==> src/shared/dshd_pkg.sv <==
// Purpose: constants for the drive status hex display block
// Assumes: seven-segment glyphs coded {g,f,e,d,c,b,a}, segment lit = 1
// Notes:   register byte offsets are word aligned on a 32-bit apb bus
package dshd_pkg;
  // status word bit positions
  localparam int unsigned BIT_BUSY   = 15;
  localparam int unsigned BIT_ZERO_H = 14;
  localparam int unsigned BIT_ZERO_L = 13;
  localparam int unsigned BIT_COMM   = 12;
  localparam int unsigned BIT_ALARM  = 11;
  localparam int unsigned BIT_DECEL  = 10;
  localparam int unsigned BIT_ACCEL  = 9;
  localparam int unsigned BIT_ILIM   = 8;
  localparam int unsigned BIT_VLIM   = 7;
  localparam int unsigned BIT_TLIM   = 6;
  localparam int unsigned BIT_NUV    = 5;
  localparam int unsigned BIT_BRAKE  = 4;
  localparam int unsigned BIT_SHUT   = 3;
  localparam int unsigned BIT_DCBRK  = 2;
  localparam int unsigned BIT_REV    = 1;
  localparam int unsigned BIT_FWD    = 0;

  // apb register byte offsets
  localparam logic [7:0] OFS_CTRL   = 8'h00;
  localparam logic [7:0] OFS_STATUS = 8'h04;
  localparam logic [7:0] OFS_PANEL  = 8'h08;

  // menu scope values and reset value
  localparam logic [1:0] SCOPE_FULL  = 2'h2;
  localparam logic [1:0] SCOPE_RESET = 2'h0;

  // menu numbers and item limits
  localparam logic [2:0] MENU_LAST    = 3'h7;
  localparam logic [2:0] MENU_DRIVE   = 3'h3;
  localparam logic [2:0] MENU_IO      = 3'h4;
  localparam logic [4:0] ITEM_RUNSTAT = 5'h07;
  localparam logic [4:0] ITEM_IO_TERM = 5'h00;
  localparam logic [4:0] ITEM_IO_COMM = 5'h01;
  localparam logic [4:0] ITEM_LAST_DRV = 5'h0d;
  localparam logic [4:0] ITEM_LAST_IO  = 5'h12;
  localparam logic [4:0] ITEM_LAST_OTH = 5'h0f;

  // glyphs
  localparam logic [6:0] SEG_BLANK = 7'h00;
  localparam logic [6:0] SEG_DASH  = 7'h40;
  localparam logic [6:0] SEG_UNDER = 7'h08;
  localparam logic [6:0] SEG_0 = 7'h3f;
  localparam logic [6:0] SEG_1 = 7'h06;
  localparam logic [6:0] SEG_2 = 7'h5b;
  localparam logic [6:0] SEG_3 = 7'h4f;
  localparam logic [6:0] SEG_4 = 7'h66;
  localparam logic [6:0] SEG_5 = 7'h6d;
  localparam logic [6:0] SEG_6 = 7'h7d;
  localparam logic [6:0] SEG_7 = 7'h07;
  localparam logic [6:0] SEG_8 = 7'h7f;
  localparam logic [6:0] SEG_9 = 7'h6f;
  localparam logic [6:0] SEG_A = 7'h77;
  localparam logic [6:0] SEG_B = 7'h7c;
  localparam logic [6:0] SEG_C = 7'h39;
  localparam logic [6:0] SEG_D = 7'h5e;
  localparam logic [6:0] SEG_E = 7'h79;
  localparam logic [6:0] SEG_F = 7'h71;

  typedef enum logic [3:0] {
    ST_RUN  = 4'b0001,
    ST_MENU = 4'b0010,
    ST_LIST = 4'b0100,
    ST_SHOW = 4'b1000
  } dshd_state_t;
endpackage

==> src/rtl/dshd_top.sv <==
// Purpose: running status word, hex panel display and keypad menu walk
// Assumes: key inputs are one-cycle pulses synchronous to i_ref_clk
// Notes:   apb slave, zero wait states beyond the access phase
// Notes on behaviour
// - bit 15 set while parameters are written; bits 14 and 13 always zero.
// - bit 12 set while the communications link may command run and frequency.
// - bit 11 follows the alarm condition.
// - bit 10 set while decelerating, bit 9 while accelerating.
// - bit 8 set while current limiting is active.
// - bit 7 set while voltage limiting is active.
// - bit 6 set while torque limiting is active.
// - bit 5 set while bus voltage is above the undervoltage level.
// - bit 4 set during any braking, bit 2 during dc braking.
// - bit 3 set while the output stage is shut down.
// - bit 1 set while running in reverse.
// - bit 0 set while running forward.
// - 16-bit word; leftmost digit shows bits 15..12, rightmost 3..0.
// - each nibble shown as one hex glyph, b and d in lower case.
// - start in running mode; enter key opens the function menu.
// - up and down toggle segment or hex view for I/O items 0 and 1.
// - return goes to item list, a second return to the function menu.
// - running status is a selectable hex item of the monitoring menu.
//
// The implementer's own choices: the placing of the registers and the APB interface to the registers.
`timescale 1ns/1ps
`default_nettype none
module dshd_top (
  input  wire logic        i_ref_clk,
  input  wire logic        i_nrst,
  input  wire logic        i_param_writing,
  input  wire logic        i_comm_link_ready,
  input  wire logic        i_alarm_flag,
  input  wire logic        i_slowing_down,
  input  wire logic        i_speeding_up,
  input  wire logic        i_current_limit_active,
  input  wire logic        i_voltage_limit_active,
  input  wire logic        i_torque_limit_active,
  input  wire logic        i_bus_above_undervoltage,
  input  wire logic        i_braking_active,
  input  wire logic        i_output_shutdown,
  input  wire logic        i_dc_brake_active,
  input  wire logic        i_backward_run,
  input  wire logic        i_forward_run,
  input  wire logic [15:0] i_io_terminals,
  input  wire logic [15:0] i_io_comm_terminals,
  input  wire logic        i_key_enter,
  input  wire logic        i_key_return,
  input  wire logic        i_key_up,
  input  wire logic        i_key_down,
  input  wire logic        i_psel,
  input  wire logic        i_penable,
  input  wire logic        i_pwrite,
  input  wire logic [7:0]  i_paddr,
  input  wire logic [31:0] i_pwdata,
  output logic      [31:0] o_prdata,
  output logic             o_pready,
  output logic             o_pslverr,
  output logic      [15:0] o_status_word,
  output logic      [6:0]  o_led4,
  output logic      [6:0]  o_led3,
  output logic      [6:0]  o_led2,
  output logic      [6:0]  o_led1,
  output logic             o_prog_mode
);
  function automatic logic [6:0] hex2seg(input logic [3:0] n);
    logic [6:0] s;
    s = dshd_pkg::SEG_0;
    case (n)
      4'h0: s = dshd_pkg::SEG_0;
      4'h1: s = dshd_pkg::SEG_1;
      4'h2: s = dshd_pkg::SEG_2;
      4'h3: s = dshd_pkg::SEG_3;
      4'h4: s = dshd_pkg::SEG_4;
      4'h5: s = dshd_pkg::SEG_5;
      4'h6: s = dshd_pkg::SEG_6;
      4'h7: s = dshd_pkg::SEG_7;
      4'h8: s = dshd_pkg::SEG_8;
      4'h9: s = dshd_pkg::SEG_9;
      4'ha: s = dshd_pkg::SEG_A;
      4'hb: s = dshd_pkg::SEG_B;
      4'hc: s = dshd_pkg::SEG_C;
      4'hd: s = dshd_pkg::SEG_D;
      4'he: s = dshd_pkg::SEG_E;
      default: s = dshd_pkg::SEG_F;
    endcase
    return s;
  endfunction

  // segment view: each nibble bit lights one segment a..d of its digit
  function automatic logic [6:0] nib2bar(input logic [3:0] n);
    return (n == 4'h0) ? dshd_pkg::SEG_DASH : {3'h0, n};
  endfunction

  // ---------------- status word ----------------
  logic [15:0] status_d;
  logic [15:0] status_q;
  assign status_d[dshd_pkg::BIT_BUSY]   = i_param_writing;
  assign status_d[dshd_pkg::BIT_ZERO_H] = 1'b0;
  assign status_d[dshd_pkg::BIT_ZERO_L] = 1'b0;
  assign status_d[dshd_pkg::BIT_COMM]   = i_comm_link_ready;
  assign status_d[dshd_pkg::BIT_ALARM]  = i_alarm_flag;
  assign status_d[dshd_pkg::BIT_DECEL]  = i_slowing_down;
  assign status_d[dshd_pkg::BIT_ACCEL]  = i_speeding_up;
  assign status_d[dshd_pkg::BIT_ILIM]   = i_current_limit_active;
  assign status_d[dshd_pkg::BIT_VLIM]   = i_voltage_limit_active;
  assign status_d[dshd_pkg::BIT_TLIM]   = i_torque_limit_active;
  assign status_d[dshd_pkg::BIT_NUV]    = i_bus_above_undervoltage;
  assign status_d[dshd_pkg::BIT_BRAKE]  = i_braking_active;
  assign status_d[dshd_pkg::BIT_DCBRK]  = i_dc_brake_active;
  assign status_d[dshd_pkg::BIT_SHUT]   = i_output_shutdown;
  assign status_d[dshd_pkg::BIT_REV]    = i_backward_run;
  assign status_d[dshd_pkg::BIT_FWD]    = i_forward_run;

  always_ff @(posedge i_ref_clk or negedge i_nrst) begin
    if (!i_nrst) begin
      status_q <= 16'h0000;
    end else begin
      status_q <= status_d;
    end
  end
  assign o_status_word = status_q;

  // ---------------- apb slave ----------------
  logic [1:0]  scope_q;
  logic        setup_w;
  logic        access_w;
  logic        hit_ctrl;
  logic        hit_stat;
  logic        hit_panel;
  logic        hit_any;
  logic [31:0] rdata_w;
  dshd_pkg::dshd_state_t st_q;
  dshd_pkg::dshd_state_t st_d;
  logic [2:0]  menu_q;
  logic [4:0]  item_q;
  logic        hex_q;

  assign setup_w   = i_psel & ~i_penable;
  assign access_w  = i_psel & i_penable & o_pready;
  assign hit_ctrl  = (i_paddr == dshd_pkg::OFS_CTRL);
  assign hit_stat  = (i_paddr == dshd_pkg::OFS_STATUS);
  assign hit_panel = (i_paddr == dshd_pkg::OFS_PANEL);
  assign hit_any   = hit_ctrl | hit_stat | hit_panel;
  assign rdata_w   = hit_ctrl  ? {30'h0, scope_q} :
                     hit_stat  ? {16'h0, status_q} :
                     hit_panel ? {19'h0, hex_q, item_q, menu_q, st_q} : 32'h0000_0000;

  // read data and error are latched in setup so outputs come from flops
  always_ff @(posedge i_ref_clk or negedge i_nrst) begin
    if (!i_nrst) begin
      o_pready  <= 1'b0;
      o_pslverr <= 1'b0;
      o_prdata  <= 32'h0000_0000;
    end else begin
      o_pready  <= setup_w;
      o_pslverr <= setup_w & ~hit_any;
      o_prdata  <= (setup_w & ~i_pwrite) ? rdata_w : 32'h0000_0000;
    end
  end

  always_ff @(posedge i_ref_clk or negedge i_nrst) begin
    if (!i_nrst) begin
      scope_q <= dshd_pkg::SCOPE_RESET;
    end else if (access_w & i_pwrite & hit_ctrl) begin
      scope_q <= i_pwdata[1:0];
    end
  end

  // ---------------- keypad menu ----------------
  logic [4:0] item_last;
  logic       menu_open_ok;
  logic       io_toggle_item;
  logic       show_stat;
  logic       show_io;

  assign item_last = (menu_q == dshd_pkg::MENU_DRIVE) ? dshd_pkg::ITEM_LAST_DRV :
                     (menu_q == dshd_pkg::MENU_IO)    ? dshd_pkg::ITEM_LAST_IO :
                                                        dshd_pkg::ITEM_LAST_OTH;
  assign menu_open_ok = ((menu_q != dshd_pkg::MENU_DRIVE) && (menu_q != dshd_pkg::MENU_IO))
                        || (scope_q == dshd_pkg::SCOPE_FULL);
  assign io_toggle_item = (menu_q == dshd_pkg::MENU_IO) &&
                          ((item_q == dshd_pkg::ITEM_IO_TERM) ||
                           (item_q == dshd_pkg::ITEM_IO_COMM));
  assign show_stat = (st_q == dshd_pkg::ST_SHOW) && (menu_q == dshd_pkg::MENU_DRIVE) &&
                     (item_q == dshd_pkg::ITEM_RUNSTAT);
  assign show_io   = (st_q == dshd_pkg::ST_SHOW) && io_toggle_item;

  always_comb begin
    st_d = st_q;
    case (st_q)
      dshd_pkg::ST_RUN:  if (i_key_enter) st_d = dshd_pkg::ST_MENU;
      dshd_pkg::ST_MENU: begin
        if (i_key_enter && menu_open_ok) st_d = dshd_pkg::ST_LIST;
        else if (i_key_return) st_d = dshd_pkg::ST_RUN;
      end
      dshd_pkg::ST_LIST: begin
        if (i_key_enter) st_d = dshd_pkg::ST_SHOW;
        else if (i_key_return) st_d = dshd_pkg::ST_MENU;
      end
      dshd_pkg::ST_SHOW: if (i_key_return) st_d = dshd_pkg::ST_LIST;
      default: st_d = dshd_pkg::ST_RUN;
    endcase
  end

  always_ff @(posedge i_ref_clk or negedge i_nrst) begin
    if (!i_nrst) begin
      st_q <= dshd_pkg::ST_RUN;
    end else begin
      st_q <= st_d;
    end
  end

  // menu and item cursors wrap at either end
  always_ff @(posedge i_ref_clk or negedge i_nrst) begin
    if (!i_nrst) begin
      menu_q <= 3'h0;
      item_q <= 5'h00;
    end else if (st_q == dshd_pkg::ST_MENU) begin
      item_q <= 5'h00;
      if (i_key_up) menu_q <= menu_q + 3'h1;
      else if (i_key_down) menu_q <= menu_q - 3'h1;
    end else if (st_q == dshd_pkg::ST_LIST) begin
      if (i_key_up) item_q <= (item_q == item_last) ? 5'h00 : item_q + 5'h01;
      else if (i_key_down) item_q <= (item_q == 5'h00) ? item_last : item_q - 5'h01;
    end
  end

  always_ff @(posedge i_ref_clk or negedge i_nrst) begin
    if (!i_nrst) begin
      hex_q <= 1'b0;
    end else if (st_q == dshd_pkg::ST_LIST && i_key_enter) begin
      hex_q <= 1'b0;
    end else if (show_io && (i_key_up || i_key_down)) begin
      hex_q <= ~hex_q;
    end
  end

  // ---------------- display ----------------
  logic [15:0] io_word;
  logic [6:0]  led4_d;
  logic [6:0]  led3_d;
  logic [6:0]  led2_d;
  logic [6:0]  led1_d;
  assign io_word = (item_q == dshd_pkg::ITEM_IO_COMM) ? i_io_comm_terminals : i_io_terminals;

  assign led4_d = show_stat ? hex2seg(status_q[15:12]) :
                  (show_io && hex_q) ? hex2seg(io_word[15:12]) :
                  show_io ? nib2bar(io_word[15:12]) :
                  (st_q == dshd_pkg::ST_RUN) ? dshd_pkg::SEG_DASH :
                  hex2seg({1'b0, menu_q});
  assign led3_d = show_stat ? hex2seg(status_q[11:8]) :
                  (show_io && hex_q) ? hex2seg(io_word[11:8]) :
                  show_io ? nib2bar(io_word[11:8]) :
                  (st_q == dshd_pkg::ST_RUN) ? dshd_pkg::SEG_DASH :
                  dshd_pkg::SEG_UNDER;
  assign led2_d = show_stat ? hex2seg(status_q[7:4]) :
                  (show_io && hex_q) ? hex2seg(io_word[7:4]) :
                  show_io ? nib2bar(io_word[7:4]) :
                  (st_q == dshd_pkg::ST_LIST) ? hex2seg({3'h0, item_q[4]}) :
                  (st_q == dshd_pkg::ST_RUN) ? dshd_pkg::SEG_DASH : dshd_pkg::SEG_BLANK;
  assign led1_d = show_stat ? hex2seg(status_q[3:0]) :
                  (show_io && hex_q) ? hex2seg(io_word[3:0]) :
                  show_io ? nib2bar(io_word[3:0]) :
                  (st_q == dshd_pkg::ST_LIST) ? hex2seg(item_q[3:0]) :
                  (st_q == dshd_pkg::ST_RUN) ? dshd_pkg::SEG_DASH : dshd_pkg::SEG_BLANK;

  always_ff @(posedge i_ref_clk or negedge i_nrst) begin
    if (!i_nrst) begin
      o_led4      <= dshd_pkg::SEG_BLANK;
      o_led3      <= dshd_pkg::SEG_BLANK;
      o_led2      <= dshd_pkg::SEG_BLANK;
      o_led1      <= dshd_pkg::SEG_BLANK;
      o_prog_mode <= 1'b0;
    end else begin
      o_led4      <= led4_d;
      o_led3      <= led3_d;
      o_led2      <= led2_d;
      o_led1      <= led1_d;
      o_prog_mode <= (st_d != dshd_pkg::ST_RUN);
    end
  end
endmodule
`default_nettype wire

==> config.mk <==
export PLATFORM = sky130hd
export DESIGN_NAME = dshd_top
export DESIGN_NICKNAME = d
export VERILOG_FILES = /design/src/shared/dshd_pkg.sv /design/src/rtl/dshd_top.sv
export SDC_FILE = /design/constraint.sdc
export NUM_CORES = 1
export LEC_CHECK = 0
export BUFFER_PORTS_ARGS = -buffer_cell sky130_fd_sc_hd__clkbuf_2
export CORE_MARGIN = 2
export CORE_UTILIZATION = 35
export CTS_BUF_LIST = sky130_fd_sc_hd__clkbuf_4 sky130_fd_sc_hd__clkbuf_8
export DETAILED_ROUTE_END_ITERATION = 16
export GPL_TIMING_DRIVEN = 1
export PLACE_DENSITY = 0.63
export SLEW_MARGIN = 30
export SYNTH_ARGS = -nofsm -noshare
export SYNTH_HDL_FRONTEND = slang
export SYNTH_SLANG_ARGS = --single-unit
==> constraint.sdc <==
create_clock -name i_ref_clk -period 4.7 [get_ports i_ref_clk]
set_clock_uncertainty 0.05 [all_clocks]
set_input_delay 0.235 -clock i_ref_clk [delete_from_list [all_inputs] [get_ports i_ref_clk]]
set_output_delay 0.235 -clock i_ref_clk [all_outputs]
set_load 0.02 [all_outputs]
==> results of run 1 <==
-- where the power goes --
part           switching (mW)  internal [mW]  total [mW]
logic                   0.898          0.603        1.50
clock network           0.287          0.304       0.592
registers               0.152          0.739       0.891
-- flip-flops by register name (all words and copies together), names as in the netlist, 2 cells and up --
register and flops:
o_status_word 14, o_led2 7, item_q 5, o_led4 7
o_led3 7, st_q 4, o_prdata 14, scope_q 2
menu_q 3, o_led1 7
-- layer usage --
layer  GRT usage [%]  vias up
li1                -     2655
met4            6.48        0
met1            23.6     2669
met5               0        -
met3            2.80       19
met2            31.4      157
-- final cells by class --
type	instances	area, um2
Fill cell	1741	10000
Multi-Input combinational cell	527	3840
Sequential cell	74	1850
Timing Repair Buffer	147	848
Tap cell	225	282
Inverter	35	131
Clock buffer	9	124
Clock inverter	7	101
-- Yosys cell counts (10+ instances only) --
cell type	n	area [um2]
o22ai_1	12	75.1
buf_4	23	173
ha_1	61	763
a22oi_1	12	90.1
nand2b_1	15	93.8
a21oi_1	43	215
mux2i_1	35	350
nor2_1	57	214
mux2_2	12	135
nor3_1	10	50.1
clkbuf_1	29	109
nand3_1	16	80.1
dfrtp_1	73	1830
a211oi_1	10	75.1
nor2b_1	15	93.8
inv_1	35	131
o21ai_0	33	165
nand2_1	41	154
-- metrics by stage --
stage,setup WS (ns),hold WS (ns),std cells
floorplan,1.43,-0.111,698
detailed placement,1.17,0.199,993
global placement,1.29,0.294,992
finish,1.14,0.0278,1024
CTS,1.15,0.0214,1024
global route,0.856,0.0356,1024
-- worst max-delay path: cells and delay by family (launching register included) --
kind / cells / cell delay (ns)
adder cells (fa/ha/maj): 2 / 0.64
buffers and inverters: 3 / 0.68
flip-flops: 1 / 0.62
AND/OR/NAND/NOR: 1 / 0.20
AO/OA/AOI/OAI: 1 / 0.17
multiplexers: 2 / 1.10
-- final timing paths --
kind	slack (ns)	to	start
max	1.14	o_led4[3]	item_q[0]
min	0.03	scope_q[0]	i_pwdata[0]
max reg2reg	1.14	o_led4[3]	item_q[0]
min reg2reg	0.49	scope_q[1]	scope_q[1]
max in group asynchronous	3.63	st_q[0]	i_nrst
min in group asynchronous	0.32	o_status_word[4]	i_nrst
-- kinds of logic after synthesis --
family | Yosys count
AO/OA/AOI/OAI | 185
XOR/XNOR | 11
adder cells (fa/ha/maj) | 62
buffers and inverters | 97
flip-flops | 74
multiplexers | 51
other | 1
AND/OR/NAND/NOR | 198
==> flow_metrics.tcl, run 1 <==
set metrics [dict create \
    outcome "complete, no violations" \
    antenna_cells 0 \
    yosys_warnings 0 \
    path_max_fanout 31 \
    htreeDepth 3 \
    grt_max_degree 39 \
    post-route-period-util_pct 75.8 \
    place_area_um2 6790 \
    drive_gt1_share_pct 22.8 \
    hold_violations 0 \
    fin_util_pct 41.8 \
    netlist_area_um2 6100 \
    syn2layout_area_growth_pct 17.8 \
    crit_chain "ha_1, nor4b_4, buf_4, mux2i_1, inv_1, ha_1, inv_1, mux4_2, o21ai_0" \
    p_per_area_nw_per_um2 415 \
    irDropWorstVdd_uv 195 \
    synthCells 679 \
    synth-compound-area-share_pct 20.1 \
    synth_edf_count 0 \
    post_cts_buffers 0 \
    async_flop_share_pct 100 \
    slew_viol_final 0 \
    cts_buffers 9 \
    clockRootBuffer "clkbuf_8" \
    yosys.area_share.simple_pct 17.5 \
    core-area_um2 17200 \
    final_area_um2 7180 \
    num_rows 48 \
    cts_resized 0 \
    synth_top_family_by_area "compound AO/OA/AOI/OAI gates" \
    final_common_cell "clkbuf_2" \
    grt_pass1_vias 5191 \
    holdPathStages 2 \
    ios 174 \
    crit_required_ns 4.95 \
    die_w_um 136 \
    rsz0062_at_grt "false" \
    portBuffers 123 \
    hp-class "in -> reg" \
    start_kind "register" \
    nets 951 \
    met1_length_um 7500 \
    wl_per_cell_um 16.3 \
    drcViolationCount 0 \
    synth_xor_area_share_pct 1.58 \
    power_mw 2.98 \
    grt_use_total_pct 18.4 \
    gp_congestion 0.902 \
    layout_common_cells "clkbuf_2, dfrtp_1, ha_1" \
    die_h_um 136 \
    r2r.worst_path.cells 9 \
    wl_met3_um 826 \
    overflow 0 \
    critPathKind "reg -> reg" \
    final.min_clock_period_ns 3.56 \
    slew_headroom_pct 36.1 \
    antenna_found_initial 0 \
    insertion_delay_ns 0.39 \
    cpPeakStageDelay_ns 0.67 \
    synthAdderAreaFrac_pct 12.8 \
    ys_types 74 \
    hpwl_um 12400 \
    synth-seq-cells 74 \
    cts_buffer_depth 2 \
    grt_pass1_wl_um 26500 \
    cts_tree "yes" \
    start_util_pct 35.5 \
    top_layer "met4" \
    arrival_ns 3.81 \
    dieArea_um2 18500 \
    vias_per_cell 5.37 \
    synth_mux_area_share_pct 9.44 \
    crit_slowest_cell "mux2i_1" \
    setup_viol 0 \
    drv_cap 0 \
    drtIter0Drc 301 \
    wl_met2_um 8120 \
    postRouteAntennaNets 0 \
    synth_area_per_cell_um2 8.98 \
    end_kind "register" \
    clock-sinks 74 \
    worst_slew_pin_slew_ns 0.931 \
    yosysSeqAreaShare_pct 30.4 \
    firstDrtPassIters 5 \
    hold_buffers 15 \
    tns_ns 0 \
    wl_um 16700 \
    synth_flop_cell "dfrtp_1" \
    clk_pin_slew_ns 0.09 \
    vias 5500 \
    fmax_ghz 0.281 \
    p_leak_nw 3.40 \
]
(Power assumes the default switching activity.)
==> inputs of run 2 (changes only) <==
==> constraint.sdc (replaced) <==
create_clock -name i_ref_clk -period 3.5 [get_ports i_ref_clk]
set_clock_uncertainty 0.05 [all_clocks]
set_input_delay 0.175 -clock i_ref_clk [delete_from_list [all_inputs] [get_ports i_ref_clk]]
set_output_delay 0.175 -clock i_ref_clk [all_outputs]
set_load 0.02 [all_outputs]
==> flow_metrics.tcl, run 2 (synthesized netlist as in run 1, its figures left out) <==
set metrics [dict create \
    n_fill_cell 1728 \
    cp_num_buf_inv 4 \
    r2r_start "item_q[1]" \
    cp_num_cells 10 \
    final_cells 1043 \
    rsz0062_at_grt "false" \
    crit_top_cell "inv_1" \
    critPathKind "reg -> reg" \
    setup_viol 0 \
    drv_cap 0 \
    p_per_area_nw_per_um2 551 \
    reg2reg_to "o_led4[3]" \
    start_kind "register" \
    crit_slowest_cell "mux4_2" \
    hpwl_um 12700 \
    grt_use_total_pct 18.6 \
    outcome "complete, no violations" \
    final_common_cell "clkbuf_2" \
    cts_buffers 9 \
    post-route-period-util_pct 79.9 \
    portBuffers 123 \
    arrival_ns 3.06 \
    grt_pass1_wl_um 26800 \
    dp.cells 1007 \
    holdPathStages 3 \
    clockRootBuffer "clkbuf_8" \
    tns_ns 0 \
    firstDrtPassIters 8 \
    layout_common_cells "clkbuf_2, dfrtp_1, ha_1" \
    dieArea_um2 18500 \
    start_util_pct 35.5 \
    irDropWorstVdd_uv 332 \
    r2r.worst_path.cells 10 \
    ios 174 \
    crit_required_ns 3.76 \
    p_leak_nw 3.47 \
    insertion_delay_ns 0.39 \
    final.min_clock_period_ns 2.80 \
    clk_pin_slew_ns 0.10 \
    cts_tree "yes" \
    nets 970 \
    gp_congestion 0.882 \
    path_max_fanout 31 \
    antenna_cells 0 \
    drive_gt1_share_pct 23.6 \
    num_rows 48 \
    hp-class "in -> reg" \
    postRouteAntennaNets 0 \
    grt_pass1_vias 5285 \
    fmax_ghz 0.358 \
    wl_um 17000 \
    drcViolationCount 0 \
    end_kind "register" \
    hold_violations 0 \
    cp_top_family "multiplexers" \
    htreeDepth 3 \
    rrSetupSlack_ns 0.70 \
    core-area_um2 17200 \
    slew_viol_final 0 \
    worst_slew_pin_slew_ns 0.673 \
    die_w_um 136 \
    overflow 0 \
    cts_buffer_depth 2 \
    crit_chain "inv_1, ha_1, nor4b_4, buf_12, mux2i_1, inv_1, ha_1, inv_1, mux4_2, o21ai_0" \
    grt_max_degree 43 \
    cpPeakStageDelay_ns 0.43 \
    die_h_um 136 \
    slew_headroom_pct 54.9 \
    holdPathEnd "o_pready" \
    clock-sinks 74 \
    drtIter0Drc 386 \
    hold_path_startpoint "i_penable" \
    antenna_found_initial 0 \
    wl_per_cell_um 16.3 \
    syn2layout_area_growth_pct 20.1 \
    vias_per_cell 5.31 \
    vias 5538 \
]
run 2: changes by cell type in the layout (fill, tap and decap cells not counted), sizes merged:
cell,change
clkinv,-2
inv,+2
dlygate4sd3,+5
bufinv,-1
buf,+14
clkinvlp,+1
run 2: how the worst max path moves through the flow:
stage | start | endpoint
floorplan | item_q[1] | o_led2[3]
global placement | item_q[1] | o_led4[3]
detailed placement | item_q[1] | o_led4[3]
CTS | item_q[1] | o_led4[3]
global route | item_q[1] | o_led4[3]
finish | item_q[1] | o_led4[3]
run 2: timing repair:
item                                   CTS  global route
hold buffers                            20             0
buffers inserted                         0             0
gates resized for setup                  0             0
endpoints found under the hold margin   51             0
run 2: routing by layer:
metal	global-route usage (%)	wire, um	up-vias	share of wire (%)
met2	31.3	8130	160	48
met3	4.47	928	27	5.5
li1	-	-	2681	-
met5	0	0	-	0
met4	5.67	329	0	1.9
met1	23.5	7590	2670	45
run 2: tightest hold or removal path: stages:
cell	delay (ns)
clkbuf_2	0.09
nand2b_1	0.15
inv_1	0.05
run 2: stage by stage:
step	power [mW]	worst slack, ns	hold slack (ns)	area, um2	utilization (%)
finish	4.03	0.703	0.0586	7320	42.6
global route	4.33	0.560	0.0828	7320	42.6
CTS	4.05	0.693	0.0337	7320	42.6
detailed placement	3.26	0.714	0.107	6910	40.2
global placement	3.25	0.711	0.233	6880	40.1
floorplan	2.68	0.232	-0.171	6170	-
run 2: final cells by class:
| class | count | area (um2) | area share, % |
|---|---|---|---|
| inverters | 35 | 131 | 1.79 |
| repair buffers | 166 | 1020 | 14.0 |
| well taps | 225 | 282 | 3.85 |
| clock buffers | 9 | 124 | 1.69 |
| clock inverters | 7 | 85.1 | 1.16 |
| flip-flops and latches | 74 | 1850 | 25.3 |
| multi-input cells | 527 | 3820 | 52.2 |
run 2: report_power, final:
part	internal (mW)	switching (mW)	leakage [nW]
logic	0.869	1.26	2.41
clock network	0.344	0.396	0.100
registers	0.992	0.171	0.961
